**config.mk**
```make
export PLATFORM = sky130hd
export DESIGN_NAME = tgmc_top
export DESIGN_NICKNAME = d
export VERILOG_FILES = /design/src/hdl/tgmc_pkg.sv /design/src/hdl/tgmc_divider.sv /design/src/hdl/tgmc_mcycle.sv /design/src/hdl/tgmc_top.sv
export SDC_FILE = /design/constraint.sdc
export NUM_CORES = 1
export LEC_CHECK = 0
export ABC_AREA = 1
export BUFFER_PORTS_ARGS = -buffer_cell sky130_fd_sc_hd__buf_2
export CAP_MARGIN = 5
export CORE_ASPECT_RATIO = 0.75
export CORE_MARGIN = 3
export CORE_UTILIZATION = 33
export DETAILED_ROUTE_END_ITERATION = 6
export GPL_ROUTABILITY_DRIVEN = 1
export GPL_TIMING_DRIVEN = 1
export HOLD_SLACK_MARGIN = 0.03
export PLACE_DENSITY = 0.6
export SKIP_CTS_REPAIR_TIMING = 1
export SLEW_MARGIN = 20
export SYNTH_ARGS = -nofsm -noshare
export SYNTH_HDL_FRONTEND = slang
export SYNTH_SLANG_ARGS = --single-unit
```
**constraint.sdc**
```tcl
create_clock -name pclk -period 2.45 [get_ports pclk]
set_input_delay 0.245 -clock pclk [delete_from_list [all_inputs] [get_ports pclk]]
set_output_delay 0.245 -clock pclk [all_outputs]
set_load 0.02 [all_outputs]
```
**src/hdl/tgmc_pkg.sv**
```systemverilog
// shared constants and types of the timing generator and mode controller
package tgmc_pkg;
    // ========================================================
    // apb register map
    localparam logic [7:0] ADDR_SYSCTL = 8'h00;
    localparam logic [7:0] ADDR_TBCTL = 8'h04;
    localparam logic [7:0] ADDR_STATUS = 8'h08;
    localparam logic [7:0] ADDR_DIVIDER = 8'h0C;
    // system_control_two field positions and reset value
    localparam int SC_HIGH_OSC = 7;
    localparam int SC_LOW_OSC = 6;
    localparam int SC_CPU_CLK = 5;
    localparam int SC_IDLE = 4;
    localparam int SC_TG_HALT = 2;
    localparam logic [7:0] SYSCTL_RESET = 8'h80;
    // timebase_control field positions and reset value
    localparam int TB_SRC_LSB = 0;
    localparam int TB_ENABLE = 3;
    localparam int TB_DIV7_SEL = 4;
    localparam logic [7:0] TBCTL_RESET = 8'h00;
    // status field positions
    localparam int ST_MODE_LSB = 0;
    localparam int ST_MCSTATE_LSB = 12;
    localparam int ST_TBLATCH = 14;
    // ========================================================
    // divider geometry
    localparam int PRE_STAGES = 2;
    localparam int DIV_STAGES = 21;
    localparam int DIV_LOW_STAGES = 6;
    localparam int MC_STATES = 4;
    localparam logic [1:0] MC_LAST = 2'h3;
    // divider bit watched by the time base for each source select value
    localparam int TB_TAP [8] = '{20, 18, 13, 11, 10, 9, 8, 6};
    // ========================================================
    // operating modes, one-hot
    typedef enum logic [11:0] {
        RUN_FAST_SINGLE = 12'h001,
        HALT_CPU_SINGLE = 12'h002,
        DEEP_HALT_FAST = 12'h004,
        RUN_FAST_DUAL = 12'h008,
        HALT_CPU_DUAL = 12'h010,
        RUN_SLOW_OSC_ON = 12'h020,
        RUN_SLOW_OSC_OFF = 12'h040,
        HALT_SLOW_OSC_ON = 12'h080,
        HALT_SLOW_OSC_OFF = 12'h100,
        DEEP_HALT_SLOW = 12'h200,
        STOP_HALT = 12'h400,
        STOP_WARM = 12'h800
    } tgmc_mode_e;
    // clock and power gating handed to the consumers
    typedef struct packed {
        logic cpu_run;
        logic wdt_run;
        logic periph_run;
        logic tbt_run;
        logic high_osc_on;
        logic low_osc_on;
        logic low_pins_port;
    } tgmc_gate_s;
endpackage : tgmc_pkg

```
**src/hdl/tgmc_divider.sv**
```systemverilog
// two-stage prescaler and twenty-one-stage divider
`timescale 1ns/1ps
`default_nettype none
module tgmc_divider (
    input wire logic pclk,
    input wire logic presetn,
    input wire logic ce,
    input wire logic clr,
    input wire logic pre_tick,
    input wire logic s7_low,
    input wire logic lf_tick,
    output logic [tgmc_pkg::DIV_STAGES-1:0] div_q
);
    // ========================================================
    // ripple chain modelled as carries of synchronous counters
    logic [tgmc_pkg::PRE_STAGES-1:0] pre_q;
    wire pre_carry = pre_tick && (&pre_q);
    wire low_carry = pre_carry && (&div_q[tgmc_pkg::DIV_LOW_STAGES-1:0]);
    // stage seven takes either the stage six carry or the slow clock
    wire s7_in = s7_low ? lf_tick : low_carry;

    always_ff @(posedge pclk or negedge presetn) begin
        if (!presetn) begin
            pre_q <= '0;
            div_q <= '0;
        end else if (ce) begin
            if (clr) begin
                pre_q <= '0;
                div_q <= '0;
            end else begin
                if (pre_tick) begin
                    pre_q <= pre_q + 2'h1;
                end
                if (pre_carry) begin
                    div_q[5:0] <= div_q[5:0] + 6'h01;
                end
                if (s7_in) begin
                    div_q[20:6] <= div_q[20:6] + 15'h0001;
                end
            end
        end
    end
endmodule : tgmc_divider
`default_nettype wire

```
**src/hdl/tgmc_mcycle.sv**
```systemverilog
// machine cycle state counter, four states per cycle
`timescale 1ns/1ps
`default_nettype none
module tgmc_mcycle (
    input wire logic pclk,
    input wire logic presetn,
    input wire logic ce,
    input wire logic run,
    input wire logic tick,
    output logic [1:0] state_q,
    output logic cycle_end
);
    // ========================================================
    // one state per main clock period, wraps after the last
    assign cycle_end = run && tick && (state_q == tgmc_pkg::MC_LAST);

    always_ff @(posedge pclk or negedge presetn) begin
        if (!presetn) begin
            state_q <= 2'h0;
        end else if (ce && run && tick) begin
            state_q <= state_q + 2'h1;
        end
    end
endmodule : tgmc_mcycle
`default_nettype wire

```
**src/hdl/tgmc_top.sv**
```systemverilog
// timing generator and operating mode controller with apb registers
//
// Overview of operation
// prescaler and divider cleared on reset, stop entry and stop release
// two-stage prescaler feeds twenty-one-stage divider, plus main clock and cycle counter
// stage seven input chosen by mode, cpu clock select and divider seven select
// software never sets divider seven select in single-clock mode
// software sets divider seven select only after slow oscillator is stable
// slow and slow-halt modes force slow clock into stage seven
// warm-up after stop from fast run feeds stage six into stage seven
// machine cycle is four states, each one main clock period
// single-clock mode: only fast oscillator, crystal pins are ports, four fast periods
// reset enters single-clock fast run
// idle bit halts cpu and watchdog; any interrupt returns to fast run
// on idle release, master enable chooses interrupt entry or next instruction
// deep idle gates all but time base; selected tap falling edge wakes
// deep idle returns to fast run; time-base latch set if enabled at entry
// dual mode: fast modes use fast clock, slow modes use slow clock
// software enables slow oscillator at start to use dual mode
// cpu clock select switches fast and slow run; clearing fast osc enters osc-off slow
// software keeps slow oscillator enabled during slow run with both oscillators
// slow osc-off run and sleep modes stop clock into stage one
// dual idle halts cpu and watchdog, returns to dual fast run
// slow halt runs peripherals on slow clock, returns to slow run
// deep sleep gates like deep idle, wakes on tap edge, returns to osc-off slow
`timescale 1ns/1ps
`default_nettype none
module tgmc_top (
    input wire logic pclk,
    input wire logic presetn,
    input wire logic ce,
    input wire logic psel,
    input wire logic penable,
    input wire logic pwrite,
    input wire logic [7:0] paddr,
    input wire logic [31:0] pwdata,
    output logic [31:0] prdata,
    output logic pready,
    output logic pslverr,
    input wire logic high_freq_clock,
    input wire logic low_freq_clock,
    input wire logic irq_request,
    input wire logic interrupt_master_enable,
    input wire logic timebase_irq_individual_enable,
    input wire logic timebase_irq_ack,
    input wire logic stop_enter,
    input wire logic stop_return_slow,
    input wire logic stop_release,
    input wire logic warmup_done,
    output tgmc_pkg::tgmc_gate_s gate,
    output logic main_clk_tick,
    output logic [1:0] mc_state,
    output logic mc_cycle_end,
    output logic [tgmc_pkg::DIV_STAGES-1:0] divider_value,
    output logic resume_accept_irq,
    output logic resume_next_instr,
    output logic timebase_irq_latch,
    output logic timebase_irq_take
);
    // ========================================================
    // register bus decode
    logic [7:0] sysctl_q;
    logic [7:0] tbctl_q;
    tgmc_pkg::tgmc_mode_e mode_q;
    tgmc_pkg::tgmc_mode_e mode_d;
    logic from_fast_q;
    logic ten_entry_q;
    logic tap_prev_q;
    logic [31:0] rdata_w;

    wire acc = psel && penable;
    wire hit_sys = (paddr == tgmc_pkg::ADDR_SYSCTL);
    wire hit_tb = (paddr == tgmc_pkg::ADDR_TBCTL);
    wire hit_st = (paddr == tgmc_pkg::ADDR_STATUS);
    wire hit_div = (paddr == tgmc_pkg::ADDR_DIVIDER);
    wire hit_any = hit_sys || hit_tb || hit_st || hit_div;
    wire wr_sys = acc && pwrite && hit_sys;
    wire wr_tb = acc && pwrite && hit_tb;

    // zero wait states; status and divider are read only
    assign pready = 1'b1;
    assign pslverr = acc && (!hit_any || (pwrite && (hit_st || hit_div)));
    assign rdata_w = hit_sys ? {24'h000000, sysctl_q} :
                     hit_tb ? {24'h000000, tbctl_q} :
                     hit_st ? {17'h00000, timebase_irq_latch, mc_state, mode_q} :
                     hit_div ? {11'h000, divider_value} : 32'h00000000;

    // ========================================================
    // control bits
    wire high_osc_enable = sysctl_q[tgmc_pkg::SC_HIGH_OSC];
    wire low_osc_enable = sysctl_q[tgmc_pkg::SC_LOW_OSC];
    wire cpu_clock_select = sysctl_q[tgmc_pkg::SC_CPU_CLK];
    wire idle_bit = sysctl_q[tgmc_pkg::SC_IDLE];
    wire timing_gen_halt_enable = sysctl_q[tgmc_pkg::SC_TG_HALT];
    wire [2:0] timebase_source_select = tbctl_q[tgmc_pkg::TB_SRC_LSB +: 3];
    wire timebase_enable = tbctl_q[tgmc_pkg::TB_ENABLE];
    wire divider7_source_select = tbctl_q[tgmc_pkg::TB_DIV7_SEL];

    // ========================================================
    // mode groups
    wire in_fast = (mode_q == tgmc_pkg::RUN_FAST_SINGLE) ||
                   (mode_q == tgmc_pkg::HALT_CPU_SINGLE) ||
                   (mode_q == tgmc_pkg::DEEP_HALT_FAST) ||
                   (mode_q == tgmc_pkg::RUN_FAST_DUAL) ||
                   (mode_q == tgmc_pkg::HALT_CPU_DUAL);
    wire in_slow = (mode_q == tgmc_pkg::RUN_SLOW_OSC_ON) ||
                   (mode_q == tgmc_pkg::RUN_SLOW_OSC_OFF) ||
                   (mode_q == tgmc_pkg::HALT_SLOW_OSC_ON) ||
                   (mode_q == tgmc_pkg::HALT_SLOW_OSC_OFF) ||
                   (mode_q == tgmc_pkg::DEEP_HALT_SLOW);
    wire in_deep = (mode_q == tgmc_pkg::DEEP_HALT_FAST) ||
                   (mode_q == tgmc_pkg::DEEP_HALT_SLOW);
    wire in_halt = (mode_q == tgmc_pkg::HALT_CPU_SINGLE) ||
                   (mode_q == tgmc_pkg::HALT_CPU_DUAL) ||
                   (mode_q == tgmc_pkg::HALT_SLOW_OSC_ON) ||
                   (mode_q == tgmc_pkg::HALT_SLOW_OSC_OFF);
    wire in_stop = (mode_q == tgmc_pkg::STOP_HALT) || (mode_q == tgmc_pkg::STOP_WARM);
    wire fast_osc_off = (mode_q == tgmc_pkg::RUN_SLOW_OSC_OFF) ||
                        (mode_q == tgmc_pkg::HALT_SLOW_OSC_OFF) ||
                        (mode_q == tgmc_pkg::DEEP_HALT_SLOW) ||
                        (mode_q == tgmc_pkg::STOP_HALT);
    wire single_clk = !low_osc_enable && !in_slow;

    // ========================================================
    // divider chain
    // stage seven source
    wire warm_fast = (mode_q == tgmc_pkg::STOP_WARM) && from_fast_q;
    // stage one clock stopped; runs in warm-up after fast stop
    wire pre_tick = high_freq_clock && (warm_fast || (!fast_osc_off && !in_slow && !in_stop));
    wire s7_low = in_slow ? 1'b1 : (warm_fast ? 1'b0 : divider7_source_select);
    wire lf_tick = low_freq_clock && !(mode_q == tgmc_pkg::STOP_HALT);
    // clear on stop entry and release
    wire enter_stop = (mode_d == tgmc_pkg::STOP_HALT) && (mode_q != tgmc_pkg::STOP_HALT);
    wire leave_stop = (mode_q == tgmc_pkg::STOP_HALT) && (mode_d != tgmc_pkg::STOP_HALT);
    wire div_clr = enter_stop || leave_stop;

    // prescaler and divider
    tgmc_divider u_div (
        .pclk(pclk),
        .presetn(presetn),
        .ce(ce),
        .clr(div_clr),
        .pre_tick(pre_tick),
        .s7_low(s7_low),
        .lf_tick(lf_tick),
        .div_q(divider_value)
    );

    // ========================================================
    // main clock and machine cycle
    // fast clock in fast modes, slow clock in slow modes
    assign main_clk_tick = in_fast ? high_freq_clock : (in_slow ? low_freq_clock : 1'b0);

    // four states per machine cycle
    tgmc_mcycle u_mc (
        .pclk(pclk),
        .presetn(presetn),
        .ce(ce),
        .run(gate.cpu_run),
        .tick(main_clk_tick),
        .state_q(mc_state),
        .cycle_end(mc_cycle_end)
    );

    // ========================================================
    // wake sources
    wire tap_now = divider_value[tgmc_pkg::TB_TAP[timebase_source_select]];
    wire tb_fall = tap_prev_q && !tap_now;
    wire halt_wake = in_halt && irq_request;
    // tap falling edge ends deep halts
    wire deep_wake = in_deep && tb_fall;
    // interrupt entry or next instruction
    assign resume_accept_irq = halt_wake && interrupt_master_enable;
    assign resume_next_instr = halt_wake && !interrupt_master_enable;
    wire idle_clr = halt_wake || deep_wake;

    // ========================================================
    // mode sequencer
    always_comb begin
        mode_d = mode_q;
        case (mode_q)
            tgmc_pkg::RUN_FAST_SINGLE, tgmc_pkg::RUN_FAST_DUAL: begin
                if (stop_enter) begin
                    mode_d = tgmc_pkg::STOP_HALT;
                // idle entry
                end else if (idle_bit) begin
                    mode_d = timing_gen_halt_enable ? tgmc_pkg::DEEP_HALT_FAST :
                             (single_clk ? tgmc_pkg::HALT_CPU_SINGLE :
                             tgmc_pkg::HALT_CPU_DUAL);
                // switch to slow run
                end else if (cpu_clock_select && low_osc_enable) begin
                    mode_d = tgmc_pkg::RUN_SLOW_OSC_ON;
                end else begin
                    mode_d = single_clk ? tgmc_pkg::RUN_FAST_SINGLE :
                             tgmc_pkg::RUN_FAST_DUAL;
                end
            end
            tgmc_pkg::RUN_SLOW_OSC_ON: begin
                if (stop_enter) begin
                    mode_d = tgmc_pkg::STOP_HALT;
                end else if (idle_bit) begin
                    mode_d = timing_gen_halt_enable ? tgmc_pkg::DEEP_HALT_SLOW :
                             tgmc_pkg::HALT_SLOW_OSC_ON;
                // back to fast, or fast oscillator off
                end else if (!cpu_clock_select) begin
                    mode_d = tgmc_pkg::RUN_FAST_DUAL;
                end else if (!high_osc_enable) begin
                    mode_d = tgmc_pkg::RUN_SLOW_OSC_OFF;
                end
            end
            tgmc_pkg::RUN_SLOW_OSC_OFF: begin
                if (stop_enter) begin
                    mode_d = tgmc_pkg::STOP_HALT;
                end else if (idle_bit) begin
                    mode_d = timing_gen_halt_enable ? tgmc_pkg::DEEP_HALT_SLOW :
                             tgmc_pkg::HALT_SLOW_OSC_OFF;
                end else if (high_osc_enable) begin
                    mode_d = tgmc_pkg::RUN_SLOW_OSC_ON;
                end
            end
            // interrupt returns to the run mode
            tgmc_pkg::HALT_CPU_SINGLE: begin
                if (irq_request) begin
                    mode_d = tgmc_pkg::RUN_FAST_SINGLE;
                end
            end
            tgmc_pkg::HALT_CPU_DUAL: begin
                if (irq_request) begin
                    mode_d = tgmc_pkg::RUN_FAST_DUAL;
                end
            end
            tgmc_pkg::HALT_SLOW_OSC_ON: begin
                if (irq_request) begin
                    mode_d = tgmc_pkg::RUN_SLOW_OSC_ON;
                end
            end
            tgmc_pkg::HALT_SLOW_OSC_OFF: begin
                if (irq_request) begin
                    mode_d = tgmc_pkg::RUN_SLOW_OSC_OFF;
                end
            end
            // deep halts return to fixed run modes
            tgmc_pkg::DEEP_HALT_FAST: begin
                if (tb_fall) begin
                    mode_d = tgmc_pkg::RUN_FAST_SINGLE;
                end
            end
            tgmc_pkg::DEEP_HALT_SLOW: begin
                if (tb_fall) begin
                    mode_d = tgmc_pkg::RUN_SLOW_OSC_OFF;
                end
            end
            tgmc_pkg::STOP_HALT: begin
                if (stop_release) begin
                    mode_d = tgmc_pkg::STOP_WARM;
                end
            end
            tgmc_pkg::STOP_WARM: begin
                if (warmup_done) begin
                    mode_d = stop_return_slow ? tgmc_pkg::RUN_SLOW_OSC_OFF :
                             tgmc_pkg::RUN_FAST_SINGLE;
                end
            end
            default: begin
                mode_d = tgmc_pkg::RUN_FAST_SINGLE;
            end
        endcase
    end

    // ========================================================
    // state registers
    // reset lands in single-clock fast run
    always_ff @(posedge pclk or negedge presetn) begin
        if (!presetn) begin
            mode_q <= tgmc_pkg::RUN_FAST_SINGLE;
            from_fast_q <= 1'b0;
            ten_entry_q <= 1'b0;
            tap_prev_q <= 1'b0;
        end else if (ce) begin
            mode_q <= mode_d;
            tap_prev_q <= div_clr ? 1'b0 : tap_now;
            if (enter_stop) begin
                from_fast_q <= in_fast;
            end
            if (!in_deep) begin
                ten_entry_q <= timebase_enable;
            end
        end
    end

    // software writes win over the hardware idle clear
    always_ff @(posedge pclk or negedge presetn) begin
        if (!presetn) begin
            sysctl_q <= tgmc_pkg::SYSCTL_RESET;
            tbctl_q <= tgmc_pkg::TBCTL_RESET;
        end else if (ce) begin
            if (wr_sys) begin
                sysctl_q <= pwdata[7:0];
            end else if (idle_clr) begin
                sysctl_q[tgmc_pkg::SC_IDLE] <= 1'b0;
            end
            if (wr_tb) begin
                tbctl_q <= pwdata[7:0];
            end
        end
    end

    // latch set on deep exit, set wins over ack
    always_ff @(posedge pclk or negedge presetn) begin
        if (!presetn) begin
            timebase_irq_latch <= 1'b0;
        end else if (ce) begin
            if (deep_wake && ten_entry_q) begin
                timebase_irq_latch <= 1'b1;
            end else if (timebase_irq_ack) begin
                timebase_irq_latch <= 1'b0;
            end
        end
    end
    assign timebase_irq_take = timebase_irq_latch && interrupt_master_enable &&
                               timebase_irq_individual_enable && timebase_enable;

    always_ff @(posedge pclk or negedge presetn) begin
        if (!presetn) begin
            prdata <= 32'h00000000;
        end else if (ce && psel && !penable && !pwrite) begin
            prdata <= rdata_w;
        end
    end

    // ========================================================
    // gating outputs
    // consumer gating per mode
    assign gate.cpu_run = (mode_q == tgmc_pkg::RUN_FAST_SINGLE) ||
                          (mode_q == tgmc_pkg::RUN_FAST_DUAL) ||
                          (mode_q == tgmc_pkg::RUN_SLOW_OSC_ON) ||
                          (mode_q == tgmc_pkg::RUN_SLOW_OSC_OFF);
    assign gate.wdt_run = gate.cpu_run;
    assign gate.periph_run = gate.cpu_run || in_halt;
    assign gate.tbt_run = gate.periph_run || in_deep;
    assign gate.high_osc_on = !fast_osc_off;
    assign gate.low_osc_on = !single_clk && (mode_q != tgmc_pkg::STOP_HALT);
    assign gate.low_pins_port = single_clk;
endmodule : tgmc_top
`default_nettype wire

```
==> summary.md, run 1 <==
| Metric | Value |
|---|---|
| Status | `finished clean` |
| Initial antenna violation count | `0` |
| Num CTS Buffers | `9` |
| Remaining global-route overflow | `0` |
| Mux share of post-synthesis cell area | `0.412%` |
| Largest family of logic cells by synthesized area | `simple AND/OR/NAND/NOR gates` |
| Seq cells post-synth | `78` |
| Clk buf depth | `2` |
| Setup CP Type | `reg2reg` |
| Number of flops mapped to enable cells by yosys | `0` |
| Adder-cell share of the synthesized area | `under 10%` |
| Setup crit start kind | `flop` |
| F_max | `between 0.4 and 0.5 GHz` |
| WHS Path Cells | `3` |
| Initial Util | `around a third` |
| Hold Path Class | `in2reg` |
| Die Ht | `roughly 110 um` |
| Root Buffer | `clkbuf_16` |
| Post-Synth Simple-Gate Area | `approximately a third` |
| Max-cap violations | `0` |
| Fin crit share | `a little over nine tenths` |
| Endpoint class of the critical path | `flop` |
| Crit Path Max Fanout | `8` |
| Pins Over Slew Limit | `0` |
| First-pass GRT wire length | `about 26 mm` |
| Ys async rst share | `between 90% and 100%` |
| Max stage delay on crit path | `0.55 ns` |
| Clk_lat worst skew | `0.34 ns` |
| DR iter-0 viols | `~390` |
| Post-DP HPWL | `around 12 mm` |
| Die ar. | `around 17000 um2` |
| Slew HR | `~58%` |
| Prevailing post-synth register cell | `dfrtp_1` |
| Largest net degree at the start of global routing | `47` |
| WL/cell | `about 16 um` |
| ANT nets after route | `0` |
| Clock slew at reported path FFs | `0.06 ns` |
| Hold Path Sink | `sysctl_q[4]$_DFFE_PN0P_` |
| VDD IR max | `roughly 0.00037 V` |
| CP required | `roughly 2.7 ns` |
| Vias in the first global route | `~4700` |
| Reg2Reg Depth | `15` |
| R2R setup slack | `0.1 ns` |
| Drt total wl | `approximately 16 mm` |
| Drt drc | `0` |
| Worst Clk Skew | `between 0.007 and 0.008 ns` |
| Port bufs | `89` |
| Critical path, cell by cell | `buf_4, o21ai_0, a21oi_1, nand2_1, nand2_1, inv_2, o22ai_4, ha_4, inv_4, a31oi_4, buf_12, nand2_8, nand2_4, nand2_1, nand2_1` |
| Rows | `38` |
| Sequential fraction of the synthesis area | `between 30% and 40%` |
| CORE AREA | `14900 um2` |
| Yosys cell types | `50` |
| Synth Area in Compound Gates | `a little over an eighth` |
| Minimum clock period | `around 2.4 ns` |
| # nets final | `a little over 900` |
| I/O Pins | `126` |
| N_diodes | `0` |
| Final setup fails | `0` |
| Die width | `about 150 um` |
| Clock sinks | `78` |
| Post-route total power | `a little over 4 mW` |
| Slowest cell on crit path | `dfstp_2` |
| Final RePlAce weighted congestion | `~0.95` |
| Post-Syn Area | `approximately 5200 um2` |
| FF-to-FF Start | `mode_q[0]$_DFFE_PN1P_` |
| Via density | `between 4 and 5` |
| Gate Count Post-Synth | `roughly 730` |
| Tot GR Track Use | `19.1%` |
| Worst r2r dst | `u_div.div_q[19]$_DFFE_PN0P_` |
| CTS tree | `built` |
| Hold Violations, Final | `0` |
| Layout cell share with drive strength beyond 1 | `between 20% and 30%` |
| Syn avg cell area | `slightly above 7 um2` |
| Vias post-DR | `around 5200` |
| Leakage | `3.35 nW` |
| CP Data Arrival Time | `about 2.6 ns` |
| Syn. warnings | `0` |
| Power Dens Cells | `around 630 nW/um2` |
| Critical path's most frequent cell | `nand2_1` |
| H-tree Lvls | `3` |
| Area Overhead vs Synth | `25.4%` |
| Setup_tns | `0 ns` |
| DR pass1 iterations | `5` |
| XOR/XNOR share of the synthesized area | `2.71%` |
| Worst Max-Slew Pin Slew | `0.627 ns` |
| Hold_sp | `pwdata[4]` |
[per-stage QoR]
stage / std cells / setup slack [ns] / utilization [%] / hold slack (ns) / cell area [um2]
6_report: 1049 / 0.0952 / 43.5 / 0.149 / 6480
5_1_grt: 1049 / -0.00674 / 43.5 / 0.171 / 6480
4_1_cts: 1039 / -0.0301 / 42.2 / -0.0524 / 6290
3_5_place_dp: 1023 / 0.0252 / 40.3 / 0.312 / 5990
3_3_place_gp: 1023 / 0.0615 / 40.3 / 0.306 / 5990
2_1_floorplan: 735 / 0.0644 / - / -0.0506 / 5240
[cell families (layout without fill, tap and decap cells)]
logic type               count (synthesis)  after routing
AO/OA/AOI/OAI                          119            119
adder cells (fa/ha/maj)                  9              9
other                                    2             12
multiplexers                             2              2
buffers and inverters                  125            236
XOR/XNOR                                16             16
AND/OR/NAND/NOR                        374            377
flip-flops                              78             78
[final cells by class]
type	instances	area (um2)
multi-input combinational	535	2840
inverter	92	348
timing repair buffer	128	783
clock buffer	11	233
tap	200	250
clock inverter	5	61.3
fill	1552	8410
sequential	78	1960
[cells in the final DEF, fill, tap and decap left out, types with 9 or more instances in the layout]
master / instances
nand4_1: 9
nand2_1: 185
buf_4: 37
clkbuf_16: 9
o21ai_0: 61
conb_1: 12
buf_2: 87
nand2_2: 10
inv_1: 82
nor3_1: 14
a21oi_1: 23
xor2_1: 15
nand3_1: 69
dfrtp_1: 74
nor2_1: 52
[worst max-delay path by stage]
stage,start,endpoint,slack (ns),cells after the start
2_1_floorplan,mode_q[0]$_DFFE_PN1P_,u_div.div_q[14]$_DFFE_PN0P_,0.06,18
3_3_place_gp,mode_q[3]$_DFFE_PN0P_,u_div.div_q[18]$_DFFE_PN0P_,0.06,16
3_5_place_dp,mode_q[1]$_DFFE_PN0P_,u_div.div_q[16]$_DFFE_PN0P_,0.03,16
4_1_cts,mode_q[7]$_DFFE_PN0P_,resume_accept_irq,-0.03,11
5_1_grt,mode_q[0]$_DFFE_PN1P_,u_div.div_q[9]$_DFFE_PN0P_,-0.007,16
6_report,mode_q[0]$_DFFE_PN1P_,u_div.div_q[19]$_DFFE_PN0P_,0.1,15
[sequential cells by signal, indices dropped and copies added, names as in the netlist]
register	count
timebase_irq_latch	1
prdata	21
sysctl_q	8
tap_prev_q	1
mode_q	12
u_div.pre_q	2
u_div.div_q	21
ten_entry_q	1
from_fast_q	1
tbctl_q	8
u_mc.state_q	2
[cells in the mapped netlist (3+ instances only)]
master | number | area [um2]
nand2_1 | 188 | 706
inv_1 | 84 | 315
dfrtp_1 | 76 | 1900
nand3_1 | 69 | 345
o21ai_0 | 65 | 325
nor2_1 | 55 | 206
a21oi_1 | 23 | 115
nor3_1 | 17 | 85.1
buf_4 | 16 | 120
xor2_1 | 15 | 131
clkbuf_1 | 11 | 41.3
ha_1 | 9 | 113
nand4_1 | 9 | 56.3
nand2_2 | 8 | 50.1
o22ai_1 | 7 | 43.8
nand2_4 | 6 | 67.6
inv_2 | 5 | 18.8
nor2_2 | 5 | 31.3
buf_2 | 4 | 20.0
o211ai_1 | 4 | 30.0
or2_2 | 4 | 25.0
clkinv_1 | 3 | 11.3
nand3b_1 | 3 | 22.5
nor4_1 | 3 | 18.8
o2111ai_1 | 3 | 26.3
[critical path, delay by kind of cell (launching register included)]
| kind | cells | cell delay (ns) |
|---|---|---|
| AO/OA/AOI/OAI | 4 | 0.38 |
| adder cells (fa/ha/maj) | 1 | 0.25 |
| buffers and inverters | 4 | 0.47 |
| flip-flops | 1 | 0.55 |
| AND/OR/NAND/NOR | 6 | 0.59 |
[power breakdown]
| part | switching, mW | internal, mW | total (mW) |
|---|---|---|---|
| clock | 0.553 | 0.792 | 1.34 |
| combinational | 0.720 | 0.377 | 1.10 |
| sequential | 0.227 | 1.44 | 1.67 |
| total | 1.50 | 2.61 | 4.11 |
[metal layers]
layer	track usage, %	vias up	share of wire (%)
li1	-	2599	-
met1	30.6	2420	51
met2	26.6	195	41
met3	3.60	8	7.4
met4	3.11	0	0.66
met5	0	-	0
(Power assumes the default switching activity.)
==> inputs of run 2 (changes only) <==
SYNTH_HIERARCHICAL = 1   (was unset)
==> run 2 against run 1 <==
  * The run now ends with design-rule violations, negative setup slack left
  * Sequential power down 3%
  * Hold slack better by 0.019 ns
  * Setup slack worse by 0.22 ns
  * Clock power up 4%
  * Power up 1.6%
  * Count of clock-buffer cells in the layout down 2
  * Critical path type is now reg2out
  * Largest power group unchanged
  * Highest routed layer unchanged
==> summary.md, run 2 <==
| Metric | Value |
|---|---|
| Pins Over Slew Limit | `0 (unchanged)` |
| CORE AREA | `14900 um2 (unchanged)` |
| Clock slew at reported path FFs | `0.06 ns (about the same)` |
| Worst Max-Slew Pin Slew | `0.601 ns (was 0.627 ns)` |
| First-pass GRT wire length | `26.1 mm (was 25.9 mm)` |
| Worst r2r dst | `u_div/div_q[14]$_DFFE_PN0P_ (was u_div.div_q[19]$_DFFE_PN0P_)` |
| Seq cells post-synth | `78 (unchanged)` |
| Count leader, synth | `nand2_1 (unchanged)` |
| Worst Clk Skew | `0.00807 ns (was 0.00756 ns)` |
| Die width | `151 um (was 150 um)` |
| Synth Area in Compound Gates | `14.2% (was 13.1%)` |
| Final setup fails | `2 (was 0)` |
| F_max | `0.389 GHz (was 0.425 GHz)` |
| Hold Violations, Final | `0 (unchanged)` |
| Post-Synth Simple-Gate Area | `32.8% (was 32.9%)` |
| Die ar. | `17200 um2 (about the same)` |
| Via density | `5.00 (was 4.98)` |
| Tot GR Track Use | `19.6% (was 19.1%)` |
| Cell area after layout | `6700 um2 (was 6480 um2)` |
| Area Overhead vs Synth | `29.5% (was 25.4%)` |
| Status | `finished with violations (was finished clean)` |
| ANT nets after route | `0 (unchanged)` |
| Remaining global-route overflow | `0 (unchanged)` |
| N_diodes | `0 (unchanged)` |
| CP Data Arrival Time | `2.33 ns (was 2.59 ns)` |
| Vias post-DR | `5287 (was 5222)` |
| Syn. warnings | `6 (was 0)` |
| Post-Syn Area | `5180 um2 (was 5160 um2)` |
| Die Ht | `114 um (about the same)` |
| WL/cell | `16.2 um (was 15.7 um)` |
| Largest family of logic cells by synthesized area | `simple AND/OR/NAND/NOR gates (unchanged)` |
| Port bufs | `89 (unchanged)` |
| Area share of the largest cell type after synthesis | `36.7% (was 36.8%)` |
| Number of flops mapped to enable cells by yosys | `0 (unchanged)` |
| Final RePlAce weighted congestion | `0.895 (was 0.951)` |
| Endpoint class of the critical path | `output port (was flop)` |
| Commonest cells after routing, fill and taps aside | `185 x nand2_1, 94 x inv_1, 84 x buf_2, 75 x dfrtp_1, 59 x buf_4 (was 185 x nand2_1, 87 x buf_2, 82 x inv_1, 74 x dfrtp_1, 69 x nand3_1)` |
| Mux share of post-synthesis cell area | `0% (was 0.412%)` |
| Ys async rst share | `100% (unchanged)` |
| Failing checks | `design-rule violations, negative setup slack` |
| Power Dens Cells | `623 nW/um2 (was 635 nW/um2)` |
| Layout cell share with drive strength beyond 1 | `28.1% (was 23.2%)` |
| Initial antenna violation count | `0 (unchanged)` |
| Initial Util | `34.8% (was 34.7%)` |
| Drt drc | `1 (was 0)` |
| # nets final | `916 (was 909)` |
| Smallest hold slack | `0.168 ns (was 0.149 ns)` |
| Yosys cell types | `52 (was 50)` |
| Setup CP Type | `reg2out (was reg2reg)` |
| Vias in the first global route | `4566 (was 4661)` |
| Area leader, netlist | `dfrtp_1 (unchanged)` |
| Top cells by area, synth | `dfrtp_1 37%, nand2_1 14%, inv_1 7.1%, nand3_1 4.6%, o21ai_0 4.5% (was dfrtp_1 37%, nand2_1 14%, nand3_1 6.7%, o21ai_0 6.3%, inv_1 6.1%)` |
| CTS tree | `built (unchanged)` |
| Syn avg cell area | `7.32 um2 (was 7.12 um2)` |
| Clock sinks | `78 (unchanged)` |
| Leakage | `3.39 nW (was 3.35 nW)` |
| Unrepaired setup endpoints after global routing | `yes` |
| Clk buf depth | `2 (unchanged)` |
| Fin util | `45.0% (was 43.5%)` |
| Fin crit share | `105% (was 96.1%)` |
| Placed cell area | `6100 um2 (was 5990 um2)` |
| Sequential fraction of the synthesis area | `37.8% (was 37.9%)` |
| Drt total wl | `17.2 mm (was 16.4 mm)` |
| Most frequent cells after synthesis | `189 x nand2_1, 98 x inv_1, 76 x dfrtp_1, 48 x nand3_1, 47 x o21ai_0 (was 188 x nand2_1, 84 x inv_1, 76 x dfrtp_1, 69 x nand3_1, 65 x o21ai_0)` |
| DR pass1 iterations | `7 (was 5)` |
| Setup ws final | `-0.121 ns (was 0.0952 ns)` |
| Prevailing post-synth register cell | `dfrtp_1 (unchanged)` |
| Post-DP HPWL | `13.3 mm (was 12.4 mm)` |
| Reg2Reg Depth | `17 (was 15)` |
| Num CTS Buffers | `9 (unchanged)` |
| Setup crit start kind | `flop (unchanged)` |
| Gate Count Post-Synth | `707 (was 725)` |
| Hold Path Class | `in2reg (unchanged)` |
| Beginning of the critical path | `mode_q[11]$_DFFE_PN0P_ (was mode_q[0]$_DFFE_PN1P_)` |
| R2R setup slack | `0.09 ns (was 0.1 ns)` |
| Most common cell after layout, fill and taps aside | `nand2_1 (unchanged)` |
| Top Registers | `prdata: 21 flops, u_div/div_q: 21 flops, mode_q: 12 flops (was prdata: 21 flops, u_div.div_q: 21 flops, mode_q: 12 flops)` |
| Critical path endpoint | `mc_cycle_end (was u_div.div_q[19]$_DFFE_PN0P_)` |
| Root Buffer | `clkbuf_16 (unchanged)` |
| Largest net degree at the start of global routing | `46 (was 47)` |
| H-tree Lvls | `3 (unchanged)` |
| Adder-cell share of the synthesized area | `1.93% (was 2.18%)` |
| I/O Pins | `126 (unchanged)` |
| Rows | `38 (unchanged)` |
| Clk_lat worst skew | `0.34 ns (about the same)` |
| DR iter-0 viols | `390 (was 389)` |
| Crit Path Max Fanout | `3 (was 8)` |
| CP required | `2.20 ns (was 2.68 ns)` |
| XOR/XNOR share of the synthesized area | `1.52% (was 2.71%)` |
| Max-cap violations | `0 (unchanged)` |
| VDD IR max | `0.000440 V (was 0.000369 V)` |
| Minimum clock period | `2.57 ns (was 2.35 ns)` |
| FF-to-FF Start | `mode_q[0]$_DFFE_PN1P_ (unchanged)` |
| Slew HR | `60.0% (was 58.2%)` |
## run 2: worst min-delay path by stage
stage              start                 endpoint  slack (ns)  cells after the start
2_1_floorplan    presetn  from_fast_q$_DFFE_PN0P_       -0.05                      0
3_3_place_gp     presetn   prdata[12]$_DFFE_PN0P_        0.30                      1
3_5_place_dp     presetn   prdata[12]$_DFFE_PN0P_        0.30                      1
4_1_cts          presetn    prdata[2]$_DFFE_PN0P_       -0.07                      1
5_1_grt        pwdata[7]  sysctl_q[7]$_DFFE_PN1P_        0.16                      3
6_report       pwdata[7]  sysctl_q[7]$_DFFE_PN1P_        0.17                      3
## run 2: kinds of logic (layout without fill, tap and decap cells)
logic type,count (synthesis),after routing
XOR/XNOR,9,9
buffers and inverters,135,273
AND/OR/NAND/NOR,352,354
flip-flops,78,78
other,2,12
AO/OA/AOI/OAI,123,123
adder cells (fa/ha/maj),8,8
## run 2: cell type report
| cell class | instances | area, um2 |
|---|---|---|
| clock inverters | 7 | 80.1 |
| well taps | 200 | 250 |
| inverters | 106 | 400 |
| flip-flops and latches | 78 | 1960 |
| fillers | 1529 | 8180 |
| repair buffers | 151 | 970 |
| multi-input cells | 506 | 2820 |
| clock buffers | 9 | 225 |
## run 2: where the power goes
part / internal [mW] / leakage, nW / switching [mW]
logic: 0.436 / 2.20 / 0.722
registers: 1.42 / 1.05 / 0.205
clock network: 0.804 / 0.148 / 0.587
total: 2.66 / 3.39 / 1.51
## run 2: per-stage QoR
| stage | setup WS [ns] | setup TNS, ns | power, mW | instances |
|---|---|---|---|---|
| finish | -0.121 | -0.162 | 4.17 | 1057 |
| global placement | 0.0188 | 0 | 2.71 | 1027 |
| global route | -0.174 | -0.602 | 4.38 | 1057 |
| detailed placement | 0.0260 | 0 | 2.72 | 1027 |
| CTS | -0.245 | -0.649 | 4.12 | 1043 |
| floorplan | 0.000580 | 0 | 2.25 | 717 |
## run 2: critical path, stage by stage, from the launching register on
cell and delay, ns:
dfrtp_1 0.40, nor2_4 0.14, nand3_4 0.13, nor2_4 0.18, buf_6 0.12, nand4_1 0.21, nand2_2 0.18, nor3_4 0.07
o22ai_2 0.21, and3_4 0.23, buf_6 0.11
## run 2: routing by layer
metal / GRT usage [%] / vias to the layer above / routed length (um)
li1: - / 2597 / -
met1: 32.7 / 2478 / 8720
met2: 25.0 / 200 / 6760
met3: 4.75 / 12 / 1550
met4: 3.74 / 0 / 123
met5: 0 / - / 0
==> inputs of run 3 (changes only) <==
PLACE_DENSITY = 0.58   (was 0.6)
clock period = 3.3 ns   (was 2.45 ns; I/O delays follow)
==> run 3 against run 2 <==
  * First-iteration DRC count down 5.6%
  * Largest power group unchanged
  * Sequential share of layout area up 3.1 points
  * Register-to-register slack better by 0.41 ns
  * The flow now finishes without violations
==> summary.md, run 3 (same netlist as run 2, synthesis figures left out) <==
| Metric | Value |
|---|---|
| Largest net degree at the start of global routing | `79 (was 46)` |
| Setup crit start kind | `flop (unchanged)` |
| Drt total wl | `15.9 mm (was 17.2 mm)` |
| Remaining global-route overflow | `0 (unchanged)` |
| Worst Clk Skew | `0.00676 ns (was 0.00807 ns)` |
| DP Worst Slack | `0.570 ns (was 0.0260 ns)` |
| Pins Over Slew Limit | `0 (unchanged)` |
| Final setup fails | `0 (was 2)` |
| Hold Violations, Final | `0 (unchanged)` |
| Most common cell after layout, fill and taps aside | `nand2_1 (unchanged)` |
| Fin util | `40.6% (was 45.0%)` |
| Post-route total power | `2.88 mW (was 4.17 mW)` |
| Fin crit share | `84.9%` |
| Commonest cells after routing, fill and taps aside | `189 x nand2_1, 98 x inv_1, 88 x buf_2, 76 x dfrtp_1, 48 x nand3_1 (was 185 x nand2_1, 94 x inv_1, 84 x buf_2, 75 x dfrtp_1, 59 x buf_4)` |
| CORE AREA | `14900 um2 (unchanged)` |
| Unrepaired setup endpoints after global routing | `no (was yes)` |
| Slew HR | `51.2% (was 60.0%)` |
| Initial Util | `34.8% (unchanged)` |
| Post-DP HPWL | `12.2 mm (was 13.3 mm)` |
| CP Data Arrival Time | `3.03 ns (was 2.33 ns)` |
| CP required | `3.53 ns (was 2.20 ns)` |
| Die ar. | `17200 um2 (unchanged)` |
| Smallest hold slack | `0.0177 ns (was 0.168 ns)` |
| H-tree Lvls | `3 (unchanged)` |
| Clk_lat worst skew | `0.35 ns (was 0.34 ns)` |
| First-pass GRT wire length | `25.0 mm (was 26.1 mm)` |
| # nets final | `859 (was 916)` |
| Root Buffer | `clkbuf_16 (unchanged)` |
| Die width | `151 um (unchanged)` |
| Clock slew at reported path FFs | `0.07 ns (was 0.06 ns)` |
| F_max | `0.357 GHz` |
| Status | `finished clean (was finished with violations)` |
| Worst Max-Slew Pin Slew | `0.733 ns (was 0.601 ns)` |
| Post-route insts no fill | `1000 (was 1057)` |
| Setup_tns | `0 ns (was -0.162 ns)` |
| Setup CP Type | `reg2reg (was reg2out)` |
| Max-cap violations | `0 (unchanged)` |
| Rows | `38 (unchanged)` |
| VDD IR max | `0.000402 V (was 0.000440 V)` |
| CTS tree | `built (unchanged)` |
| Power Dens Cells | `477 nW/um2 (was 623 nW/um2)` |
| Num CTS Buffers | `9 (unchanged)` |
| Clock sinks | `78 (unchanged)` |
| Via density | `5.01 (was 5.00)` |
| Clk buf depth | `2 (unchanged)` |
| DR pass1 iterations | `5 (was 7)` |
| DR iter-0 viols | `368 (was 390)` |
| ANT nets after route | `0 (unchanged)` |
| Top Registers | `prdata: 21 flops, u_div/div_q: 21 flops, mode_q: 12 flops (unchanged)` |
| Cells after DPL | `984 (was 1027)` |
| Critical path, cell by cell | `inv_1, nand3_4, nor2_4, nand2_2, inv_2, nor2_1, nand2_1, inv_2, o22ai_1, ha_1, inv_1, buf_4, a21oi_1, nand2_2, nand2_2, nand2_1, o21ai_1 (was nor2_4, nand3_4, nor2_4, buf_6, nand4_1, nand2_2, nor3_4, o22ai_2, and3_4, buf_6)` |
| Bufs and invs on worst path | `5 (was 2)` |
| Drt drc | `0 (was 1)` |
| Slowest cell on crit path | `dfrtp_1 (unchanged)` |
| Final RePlAce weighted congestion | `0.952 (was 0.895)` |
| Max stage delay on crit path | `0.44 ns (was 0.40 ns)` |
| Tot GR Track Use | `18.7% (was 19.6%)` |
| Layout cell share with drive strength beyond 1 | `20.5% (was 28.1%)` |
| Hold Path Class | `in2async (was in2reg)` |
| Port bufs | `89 (unchanged)` |
| Minimum clock period | `2.80 ns` |
| Area Overhead vs Synth | `16.8% (was 29.5%)` |
| Setup ws final | `0.499 ns (was -0.121 ns)` |
| WL/cell | `15.9 um (was 16.2 um)` |
| Die Ht | `114 um (unchanged)` |
| Critical path's most frequent cell | `nand2_2` |
| Largest delay contributor family on the critical path | `simple AND/OR/NAND/NOR gates (unchanged)` |
| Cell area after layout | `6050 um2 (was 6700 um2)` |
| I/O Pins | `126 (unchanged)` |
| N_diodes | `0 (unchanged)` |
| Vias post-DR | `5013 (was 5287)` |
| Endpoint class of the critical path | `flop (was output port)` |
| Vias in the first global route | `4493 (was 4566)` |
| Placed cell area | `5760 um2 (was 6100 um2)` |
| Crit Path Max Fanout | `15 (was 3)` |
| Initial antenna violation count | `0 (unchanged)` |
| Leakage | `3.07 nW (was 3.39 nW)` |
run 3: cell count changes in the layout (fill, tap and decap cells not counted), sizes merged:
| cell | before | now |
|---|---|---|
| buf | 150 | 96 |
| bufinv | 1 | 0 |
| dlygate4sd3 | 1 | 0 |
| nand3 | 56 | 55 |
| nand2 | 202 | 201 |
| clkinv | 2 | 1 |
| clkinvlp | 1 | 3 |
run 3: final timing paths:
check                                       startpoint                           to  slack, ns  depth (start not counted)
worst max register to register   mode_q[9]$_DFFE_PN0P_   u_div/div_q[8]$_DFFE_PN0P_       0.50                         17
worst max-delay path             mode_q[9]$_DFFE_PN0P_   u_div/div_q[8]$_DFFE_PN0P_       0.50                         17
max in group asynchronous                      presetn  u_div/div_q[18]$_DFFE_PN0P_       2.78                          1
worst min-delay path                           presetn       prdata[12]$_DFFE_PN0P_       0.02                          1
worst min register to register  prdata[13]$_DFFE_PN0P_       prdata[13]$_DFFE_PN0P_       0.48                          2
min in group pclk                            pwdata[7]      sysctl_q[7]$_DFFE_PN1P_       0.24                          3
run 3: where the power goes:
part	internal [mW]	total [mW]	switching, mW
combinational	0.237	0.671	0.434
clock	0.519	0.963	0.444
sequential	1.05	1.25	0.195
run 3: cell type report:
| type | instances | area, um2 |
|---|---|---|
| Clock buffer | 9 | 225 |
| Clock inverter | 7 | 57.6 |
| Fill cell | 1585 | 8830 |
| Inverter | 106 | 398 |
| Multi-Input combinational cell | 504 | 2660 |
| Sequential cell | 78 | 1950 |
| Tap cell | 200 | 250 |
| Timing Repair Buffer | 96 | 504 |
run 3: layer usage:
metal  track usage [%]  vias up  share of wire [%]
met5                 0        -                  0
met4              3.99        0               0.83
met3              3.76       10                8.5
met2              24.0      181                 38
met1              31.3     2340                 53
li1                  -     2482                  -
